===== src/rtl/adm_pkg.sv =====
package adm_pkg;

  // Pin widths
  localparam int ADM_AD_WIDTH   = 16;
  localparam int ADM_ADDR_WIDTH = 24;

  // Flag redirection: both pin bytes swap places
  localparam int ADM_FLAG_BYTE_SHIFT = 8;

  // Bus cycle phase lengths in core clock cycles
  localparam logic [3:0] ADM_ADDR_CYCLES   = 4'h2;
  localparam logic [3:0] ADM_STROBE_CYCLES = 4'h4;
  localparam logic [3:0] ADM_HOLD_CYCLES   = 4'h1;

  // Straps settle through the synchroniser before they are captured
  localparam logic [1:0] ADM_STRAP_SETTLE = 2'h2;

  // Multiplier lock wait after reset, in reference clock cycles
  localparam int ADM_LOCK_REF_CYCLES = 4096;

  // Core-to-reference ratios selected by the clock ratio straps
  localparam logic [4:0] ADM_RATIO_3  = 5'h03;
  localparam logic [4:0] ADM_RATIO_16 = 5'h10;
  localparam logic [4:0] ADM_RATIO_8  = 5'h08;

  typedef enum logic [1:0] {
    ADM_BOOT_SPI_SLAVE  = 2'b00,
    ADM_BOOT_SPI_MASTER = 2'b01,
    ADM_BOOT_PARALLEL   = 2'b10,
    ADM_BOOT_INT_ROM    = 2'b11
  } adm_boot_type;

  typedef enum logic [1:0] {
    ADM_CLK_3TO1    = 2'b00,
    ADM_CLK_16TO1   = 2'b01,
    ADM_CLK_8TO1    = 2'b10,
    ADM_CLK_RESERVD = 2'b11
  } adm_ratio_code_type;

  typedef enum logic [0:0] {
    ADM_WIDTH_8  = 1'b0,
    ADM_WIDTH_16 = 1'b1
  } adm_width_type;

  typedef enum logic [1:0] {
    ADM_ST_IDLE   = 2'b00,
    ADM_ST_ADDR   = 2'b01,
    ADM_ST_STROBE = 2'b10,
    ADM_ST_HOLD   = 2'b11
  } adm_state_type;

  typedef struct packed {
    logic                      write;
    logic [ADM_ADDR_WIDTH-1:0] addr;
    logic [ADM_AD_WIDTH-1:0]   wdata;
  } adm_req_type;

  typedef struct packed {
    logic [1:0] boot_sel;
    logic [1:0] clk_ratio;
  } adm_strap_type;

endpackage


===== src/rtl/adm_sync.sv =====
module adm_sync
  import adm_pkg::*;
#(
  parameter int WIDTH = 1
) (
  // Clock and reset
  input  wire logic             clk,
  input  wire logic             rst,
  // Data
  input  wire logic [WIDTH-1:0] d,
  output logic      [WIDTH-1:0] q
);

  logic [WIDTH-1:0] stage1;

  always_ff @(posedge clk or posedge rst) begin
    if (rst) begin
      stage1 <= '0;
      q      <= '0;
    end else begin
      stage1 <= d;
      q      <= stage1;
    end
  end

endmodule


===== src/rtl/adm_top.sv =====
// Operation
// - Flag-use bit with port disabled gives flag pins
// - Pin bytes swap when mapped to flags
// - Boot straps choose one of four sources
// - Ratio straps pick 3, 16 or 8 multiplier
// - 8-bit address phase drives A15..8, A23..16
// - 8-bit data phase drives A7..0, carries D7..0 both ways
// - 16-bit address phase drives A15..0
// - 16-bit data phase carries D15..0 both ways
// - Read, write and latch strobes always driven
// - Wait 4096 reference cycles before starting
module adm_top
  import adm_pkg::*;
#(
  parameter int LOCK_REF_CYCLES = ADM_LOCK_REF_CYCLES
) (
  // Clock and reset
  input  wire logic                      MCLK,
  input  wire logic                      RST,
  // Configuration
  input  wire logic                      FLAG_USE,
  input  wire logic                      PORT_ENABLE,
  input  wire adm_width_type             PORT_WIDTH_MODE,
  // Access request and response
  input  wire logic                      REQ_VALID,
  input  wire adm_req_type               REQ,
  output logic                           REQ_READY,
  output logic                           RSP_VALID,
  output logic [ADM_AD_WIDTH-1:0]        RSP_RDATA,
  // Address/data pins
  input  wire logic [ADM_AD_WIDTH-1:0]   AD_IN,
  output logic      [ADM_AD_WIDTH-1:0]   AD_OUT,
  output logic      [ADM_AD_WIDTH-1:0]   AD_OE,
  output logic                           RD_N,
  output logic                           WR_N,
  output logic                           ALE,
  // General flags from and to the core
  input  wire logic [ADM_AD_WIDTH-1:0]   FLAG_OUT,
  input  wire logic [ADM_AD_WIDTH-1:0]   FLAG_OE,
  output logic      [ADM_AD_WIDTH-1:0]   FLAG_IN,
  // Straps and start-up status
  input  wire adm_strap_type             STRAPS,
  output adm_boot_type                   BOOT_MODE,
  output logic      [4:0]                CLK_RATIO,
  output logic                           RATIO_RESERVED,
  output logic                           CORE_READY
);

  localparam int LOCK_W = $clog2(LOCK_REF_CYCLES + 1);

  // Synchronised pins
  logic [ADM_AD_WIDTH-1:0] ad_sync;
  adm_strap_type           strap_sync;

  adm_sync #(.WIDTH(ADM_AD_WIDTH)) u_ad_sync (
    .clk (MCLK),
    .rst (RST),
    .d   (AD_IN),
    .q   (ad_sync)
  );

  adm_sync #(.WIDTH($bits(adm_strap_type))) u_strap_sync (
    .clk (MCLK),
    .rst (RST),
    .d   (STRAPS),
    .q   (strap_sync)
  );

  // Start-up: strap capture, reference tick divider, lock wait
  logic [1:0]        settle_cnt;
  logic              strap_taken;
  adm_boot_type      boot_mode;
  logic [4:0]        ratio;
  logic              ratio_rsvd;
  logic [4:0]        div_cnt;
  logic [LOCK_W-1:0] lock_cnt;
  logic              ready;
  logic [1:0]        next_settle_cnt;
  logic              next_strap_taken;
  adm_boot_type      next_boot_mode;
  logic [4:0]        next_ratio;
  logic              next_ratio_rsvd;
  logic [4:0]        next_div_cnt;
  logic [LOCK_W-1:0] next_lock_cnt;
  logic              next_ready;

  always_comb begin
    next_settle_cnt  = settle_cnt;
    next_strap_taken = strap_taken;
    next_boot_mode   = boot_mode;
    next_ratio       = ratio;
    next_ratio_rsvd  = ratio_rsvd;
    next_div_cnt     = div_cnt;
    next_lock_cnt    = lock_cnt;
    next_ready       = ready;
    if (!strap_taken) begin
      // Straps are taken once, after the synchroniser has filled past reset
      if (settle_cnt == ADM_STRAP_SETTLE) begin
        next_strap_taken = 1'b1;
        next_boot_mode   = adm_boot_type'(strap_sync.boot_sel);
        unique case (adm_ratio_code_type'(strap_sync.clk_ratio))
          ADM_CLK_3TO1:    next_ratio = ADM_RATIO_3;
          ADM_CLK_16TO1:   next_ratio = ADM_RATIO_16;
          ADM_CLK_8TO1:    next_ratio = ADM_RATIO_8;
          ADM_CLK_RESERVD: begin
            // Reserved code: run at the lowest ratio and report it
            next_ratio      = ADM_RATIO_3;
            next_ratio_rsvd = 1'b1;
          end
        endcase
      end else begin
        next_settle_cnt = settle_cnt + 2'h1;
      end
    end else if (!ready) begin
      // One reference clock period is ratio core cycles
      if (div_cnt == ratio - 5'h01) begin
        next_div_cnt = 5'h00;
        if (lock_cnt == LOCK_W'(LOCK_REF_CYCLES - 1)) begin
          next_ready = 1'b1;
        end else begin
          next_lock_cnt = lock_cnt + LOCK_W'(1);
        end
      end else begin
        next_div_cnt = div_cnt + 5'h01;
      end
    end
  end

  always_ff @(posedge MCLK or posedge RST) begin
    if (RST) begin
      settle_cnt  <= 2'h0;
      strap_taken <= 1'b0;
      boot_mode   <= ADM_BOOT_SPI_SLAVE;
      ratio       <= ADM_RATIO_3;
      ratio_rsvd  <= 1'b0;
      div_cnt     <= 5'h00;
      lock_cnt    <= '0;
      ready       <= 1'b0;
    end else begin
      settle_cnt  <= next_settle_cnt;
      strap_taken <= next_strap_taken;
      boot_mode   <= next_boot_mode;
      ratio       <= next_ratio;
      ratio_rsvd  <= next_ratio_rsvd;
      div_cnt     <= next_div_cnt;
      lock_cnt    <= next_lock_cnt;
      ready       <= next_ready;
    end
  end

  assign BOOT_MODE      = boot_mode;
  assign CLK_RATIO      = ratio;
  assign RATIO_RESERVED = ratio_rsvd;
  assign CORE_READY     = ready;

  // Pin function select
  logic flag_mode;
  assign flag_mode = FLAG_USE && !PORT_ENABLE;

  // Parallel port cycle engine
  adm_state_type           state;
  logic [3:0]              phase_cnt;
  adm_req_type             req;
  adm_width_type           width;
  logic [ADM_AD_WIDTH-1:0] bus_out;
  logic [ADM_AD_WIDTH-1:0] bus_oe;
  logic                    rd_n;
  logic                    wr_n;
  logic                    ale;
  logic                    rsp_valid;
  logic [ADM_AD_WIDTH-1:0] rsp_rdata;
  adm_state_type           next_state;
  logic [3:0]              next_phase_cnt;
  adm_req_type             next_req;
  adm_width_type           next_width;
  logic [ADM_AD_WIDTH-1:0] next_bus_out;
  logic [ADM_AD_WIDTH-1:0] next_bus_oe;
  logic                    next_rd_n;
  logic                    next_wr_n;
  logic                    next_ale;
  logic                    next_rsp_valid;
  logic [ADM_AD_WIDTH-1:0] next_rsp_rdata;

  // Width mode may change only between cycles; it is held per access
  assign REQ_READY = (state == ADM_ST_IDLE) && ready && PORT_ENABLE && !flag_mode;

  always_comb begin
    next_state     = state;
    next_phase_cnt = phase_cnt;
    next_req       = req;
    next_width     = width;
    next_bus_out   = bus_out;
    next_bus_oe    = bus_oe;
    next_rd_n      = 1'b1;
    next_wr_n      = 1'b1;
    next_ale       = 1'b0;
    next_rsp_valid = 1'b0;
    next_rsp_rdata = rsp_rdata;
    unique case (state)
      ADM_ST_IDLE: begin
        next_bus_oe = '0;
        if (REQ_VALID && REQ_READY) begin
          next_req       = REQ;
          next_width     = PORT_WIDTH_MODE;
          next_state     = ADM_ST_ADDR;
          next_phase_cnt = 4'h0;
          next_ale       = 1'b1;
          next_bus_oe    = '1;
          if (PORT_WIDTH_MODE == ADM_WIDTH_8) begin
            next_bus_out = {REQ.addr[23:16], REQ.addr[15:8]};
          end else begin
            next_bus_out = REQ.addr[15:0];
          end
        end
      end
      ADM_ST_ADDR: begin
        if (phase_cnt == ADM_ADDR_CYCLES - 4'h1) begin
          next_state     = ADM_ST_STROBE;
          next_phase_cnt = 4'h0;
          next_rd_n      = req.write;
          next_wr_n      = !req.write;
          if (width == ADM_WIDTH_8) begin
            next_bus_out = {req.addr[7:0], req.wdata[7:0]};
            next_bus_oe  = {8'hFF, {8{req.write}}};
          end else begin
            next_bus_out = req.wdata;
            next_bus_oe  = {ADM_AD_WIDTH{req.write}};
          end
        end else begin
          next_ale       = 1'b1;
          next_phase_cnt = phase_cnt + 4'h1;
        end
      end
      ADM_ST_STROBE: begin
        if (phase_cnt == ADM_STROBE_CYCLES - 4'h1) begin
          // Read data is sampled through the pin synchroniser at strobe end
          next_state     = ADM_ST_HOLD;
          next_phase_cnt = 4'h0;
          if (!req.write) begin
            next_rsp_valid = 1'b1;
            if (width == ADM_WIDTH_8) begin
              next_rsp_rdata = {8'h00, ad_sync[7:0]};
            end else begin
              next_rsp_rdata = ad_sync;
            end
          end
        end else begin
          next_rd_n      = req.write;
          next_wr_n      = !req.write;
          next_phase_cnt = phase_cnt + 4'h1;
        end
      end
      ADM_ST_HOLD: begin
        // Write data stays a cycle past the strobe for the memory's hold time
        if (phase_cnt == ADM_HOLD_CYCLES - 4'h1) begin
          next_state  = ADM_ST_IDLE;
          next_bus_oe = '0;
        end else begin
          next_phase_cnt = phase_cnt + 4'h1;
        end
      end
    endcase
  end

  always_ff @(posedge MCLK or posedge RST) begin
    if (RST) begin
      state     <= ADM_ST_IDLE;
      phase_cnt <= 4'h0;
      req       <= '0;
      width     <= ADM_WIDTH_8;
      bus_out   <= '0;
      bus_oe    <= '0;
      rd_n      <= 1'b1;
      wr_n      <= 1'b1;
      ale       <= 1'b0;
      rsp_valid <= 1'b0;
      rsp_rdata <= '0;
    end else begin
      state     <= next_state;
      phase_cnt <= next_phase_cnt;
      req       <= next_req;
      width     <= next_width;
      bus_out   <= next_bus_out;
      bus_oe    <= next_bus_oe;
      rd_n      <= next_rd_n;
      wr_n      <= next_wr_n;
      ale       <= next_ale;
      rsp_valid <= next_rsp_valid;
      rsp_rdata <= next_rsp_rdata;
    end
  end

  assign RSP_VALID = rsp_valid;
  assign RSP_RDATA = rsp_rdata;
  assign RD_N      = rd_n;
  assign WR_N      = wr_n;
  assign ALE       = ale;

  // Flag redirection; a cycle in flight loses the AD pins but its strobes run on if flag use is forced
  logic [ADM_AD_WIDTH-1:0] flag_pin_out;
  logic [ADM_AD_WIDTH-1:0] flag_pin_oe;
  logic [ADM_AD_WIDTH-1:0] next_flag_pin_out;
  logic [ADM_AD_WIDTH-1:0] next_flag_pin_oe;

  always_comb begin
    next_flag_pin_out = {FLAG_OUT[7:0], FLAG_OUT[15:8]};
    next_flag_pin_oe  = '0;
    if (flag_mode) begin
      next_flag_pin_oe = {FLAG_OE[7:0], FLAG_OE[15:8]};
    end
  end

  always_ff @(posedge MCLK or posedge RST) begin
    if (RST) begin
      flag_pin_out <= '0;
      flag_pin_oe  <= '0;
    end else begin
      flag_pin_out <= next_flag_pin_out;
      flag_pin_oe  <= next_flag_pin_oe;
    end
  end

  assign AD_OUT  = flag_mode ? flag_pin_out : bus_out;
  assign AD_OE   = flag_mode ? flag_pin_oe : bus_oe;
  assign FLAG_IN = {ad_sync[7:0], ad_sync[15:8]};

endmodule


===== config.mk =====
export PLATFORM = sky130hd
export DESIGN_NAME = adm_top
export DESIGN_NICKNAME = d
export VERILOG_FILES = /design/src/rtl/adm_pkg.sv /design/src/rtl/adm_sync.sv /design/src/rtl/adm_top.sv
export SDC_FILE = /design/constraint.sdc
export NUM_CORES = 1
export LEC_CHECK = 0
export ABC_AREA = 1
export BUFFER_PORTS_ARGS = -buffer_cell sky130_fd_sc_hd__buf_2
export CAP_MARGIN = 20
export CORE_UTILIZATION = 53
export CTS_CLUSTER_SIZE = 12
export DETAILED_ROUTE_END_ITERATION = 6
export PLACE_DENSITY = 0.79
export SLEW_MARGIN = 20
export SYNTH_ARGS = -nofsm -noshare
export SYNTH_HDL_FRONTEND = slang
export SYNTH_SLANG_ARGS = --single-unit

===== constraint.sdc =====
create_clock -name MCLK -period 6 [get_ports MCLK]
set_clock_uncertainty 0.1 [all_clocks]
set_input_delay 0.9 -clock MCLK [delete_from_list [all_inputs] [get_ports MCLK]]
set_output_delay 0.9 -clock MCLK [all_outputs]
set_load 0.01 [all_outputs]

==> summary.md <==
| Metric | Value |
|---|---|
| Pins Over Slew Limit | 0 |
| Die H | 119 um |
| Pwr Density | 295 nW/um2 |
| All-Layer GR Usage | a little under a quarter |
| Average size of a mapped cell | 9.41 um2 |
| Rel. slew slack | 35.8% |
| Fill cells | 1074 |
| Hold Crit Depth | 0 |
| Area occupied by multi-input gates | 2470 um2 |
| Synth Area in Simple Gates | between 10% and 20% |
| H-tree depth | 4 |
| Crit-path max FO | 30 |
| Wire length per cell | 13.8 um |
| Post-Syn Area | 7230 um2 |
| Total wire length | 15.5 mm |
| Hpwl dp | 10.8 mm |
| Die ar. | 14100 um2 |
| Clock Root Buffer | clkbuf_16 |
| Crit-path max cell delay | 610 ps |
| IO buf count | 175 |
| Syn Inst Count | 768 |
| Clock power frac | 42.5% |
| Mux cell area share after synthesis | 4.05% |
| Worst path bufs/invs | 3 |
| Most frequent cell after synthesis | nand2_1 |
| Max-cap viol count | 0 |
| Peak supply drop | 0.271 mV |
| Worst hold path class | flop to flop |
| Chip width | roughly 120 um |
| Antenna viol nets, final | 0 |
| Worst path slowest cell | nand2_2 |
| Largest net degree at the start of global routing | 125 |
| Remaining global-route overflow | 0 |
| Comb power frac | 9.7% |
| Worst R2R End | bus_out[15] |
| Fraction of the mapped netlist area in compound gates | 7.84% |
| Final core occ | 66.3% |
| Flops & latches, synth | between 150 and 200 |
| Internal power | 1930 uW |
| Num CTS Buffers | 17 |
| Leakage power total | 0.00479 uW |
| Clk_lat worst skew | between 400 and 500 ps |
| DR pass1 iterations | 5 |
| Highest Clock Rate | 0.275 GHz |
| DRT iter0 DRCs | 371 |
| Hold violation total from the final report | 0 |
| Final setup viols | 0 |
| Setup crit end kind | primary output |
| Most frequent cells after synthesis | nand2_1, dfrtp_1, inv_1 |
| Seq/Total Area, Yosys | 58.9% |
| I/O pins | 177 |
| XOR/XNOR Fraction of Synth Area | 0.727% |
| Hold slack | 248 ps |
| # clock sinks | 170 |
| Post-Synth Adder-Cell Area | 2.60% |
| Top post-synthesis cells by area | dfrtp_1, nand2_1, o21ai_0 |
| Vias in the first global route | 5310 |
| Crit share post-route | 60.6% |
| Post-synth top area share | 57.8% |
| Number of synthesized flops with an enable pin | 0 |
| CTS tree | yes |
| Worst hold start | u_ad_sync.stage1[7] |
| Worst EP required | roughly 5000 ps |
| Yosys warnings | 0 |
| FF-to-FF Start | state[1] |
| Area delta synth->final | 21.8% |
| Worst reg2reg path depth | 7 |
| Drt drc | 0 |
| Status | finished clean |
| Total Nets Final | 1050 |
| CP Launch Point | PORT_ENABLE |
| Post-CTS Setup Bufs | 0 |
| Switching power | about 670 uW |
| Setup TNS | 0 ps |
| RD Place Congestion | 0.840 |
| Via density | approximately 5.0 |
| Largest family of logic cells by synthesized area | simple AND/OR/NAND/NOR gates |
| Final min period | 3630 ps |
| WP data arrival | about 2600 ps |
| Antenna cells | 0 |
| CP Class | input pin to primary output |
| Worst slew pin tran | roughly 960 ps |
| Cell chain of the critical path | buf_2 > clkinv_1 > nand2_2 > nand2_1 > nand2_1 > buf_2 |
| Initial antenna violation count | 0 |
| Main synth FF type | dfrtp_1 |
| CP delay by family, top | simple AND/OR/NAND/NOR gates |
| Flop-to-flop setup slack | 3070 ps |
| First-pass GRT wire length | 25.7 mm |
| Ys async rst share | 100% |
| Sequential cell area | between 4000 and 5000 um2 |
| Post-CTS sizing | 0 |
| Fraction of layout cells with a size suffix above 1 | 26.8% |
| Starting Density | 54.4% |
| Unrepaired setup endpoints after global routing | no |
| Via Count | around 5700 |
| Sequential Power Share | 47.8% |
| Largest area contributor in the netlist | dfrtp_1 |
| Clock slew seen by the registers of the worst setup and hold paths | 70 ps |
| Syn_nets | 882 |
| Net Sw Frac | 25.8% |
| Row cnt | 42 |
| Worst-case clock buffer depth | 2 |
| Min-Delay Endpoint | u_ad_sync.q[7] |
| Yosys cell types | 33 |
| CTS hold repair buffers | 0 |
| Core region area | 13300 um2 |
| Setup crit start kind | input pin |
per-stage QoR:
| step | power, uW | instances | setup slack, ps | instance area, um2 |
|---|---|---|---|---|
| after CTS | 2620 | 1125 | 1920 | 8800 |
| after global routing | 2710 | 1125 | 2100 | 8810 |
| after global placement | 1510 | 1093 | 2130 | 8200 |
| after floorplan | 1430 | 768 | 402 | 7230 |
| after detailed placement | 1520 | 1093 | 1950 | 8200 |
| final | 2600 | 1125 | 2370 | 8810 |
power groups by stage:
stage | registers [uW] | logic, uW | clock network (uW)
5_1_grt | 1250 | 294 | 1170
4_1_cts | 1240 | 255 | 1130
3_5_place_dp | 1260 | 254 | 0
2_1_floorplan | 1260 | 171 | 0
6_report | 1240 | 253 | 1100
3_3_place_gp | 1260 | 245 | 0
placed cells by master, fill, tap and decap left out, types with 3 or more instances in the layout:
cell,n
nand2_1,178
buf_2,175
dfrtp_1,167
inv_1,87
o21ai_0,76
nor2_1,65
nand3_1,49
mux2_2,26
clkbuf_16,17
nand4_1,16
ha_1,15
a21oi_1,14
o22ai_1,8
inv_6,5
xor2_1,4
dfstp_2,3
inv_2,3
nor2_2,3
o21a_1,3
inv_8,3
nand3b_1,3
nor3_1,3
clkinvlp_4,3
area by class of cell:
class,instances,area share (%)
sequential,170,48.3
multi-input combinational,477,28.1
timing repair buffer,177,10.1
clock buffer,17,4.83
inverter,93,4.05
tap,176,2.50
clock inverter,15,2.07
state kept, by name, indices dropped and copies added (netlist names), 5 cells and up:
name              flops
req                  25
u_ad_sync.q          16
lock_cnt             13
flag_pin_out         16
div_cnt               5
u_ad_sync.stage1     16
flag_pin_oe          16
RSP_RDATA            16
bus_out              16
how the worst max path moves through the flow:
| stage | to | slack (ps) | cells after the start |
|---|---|---|---|
| final | AD_OE[3] | 2370 | 6 |
| after global routing | AD_OE[3] | 2100 | 6 |
| after CTS | AD_OE[3] | 1920 | 6 |
| after detailed placement | AD_OE[3] | 1950 | 6 |
| after global placement | AD_OE[4] | 2130 | 6 |
| after floorplan | ALE | 400 | 1 |
logic make-up after synthesis:
family                   count (synthesis)
AO/OA/AOI/OAI                          106
XOR/XNOR                                 6
adder cells (fa/ha/maj)                 15
buffers and inverters                  121
flip-flops                             170
multiplexers                            26
other                                    1
AND/OR/NAND/NOR                        323
per-layer routing:
layer / share of wire [%] / global-route usage, % / vias up
li1: - / - / 2792
met1: 43 / 31.7 / 2665
met2: 50 / 37.5 / 175
met3: 5.4 / 5.50 / 20
met4: 1.5 / 6.96 / 0
met5: 0 / 0 / -
Power figures use the tool's default switching activity.
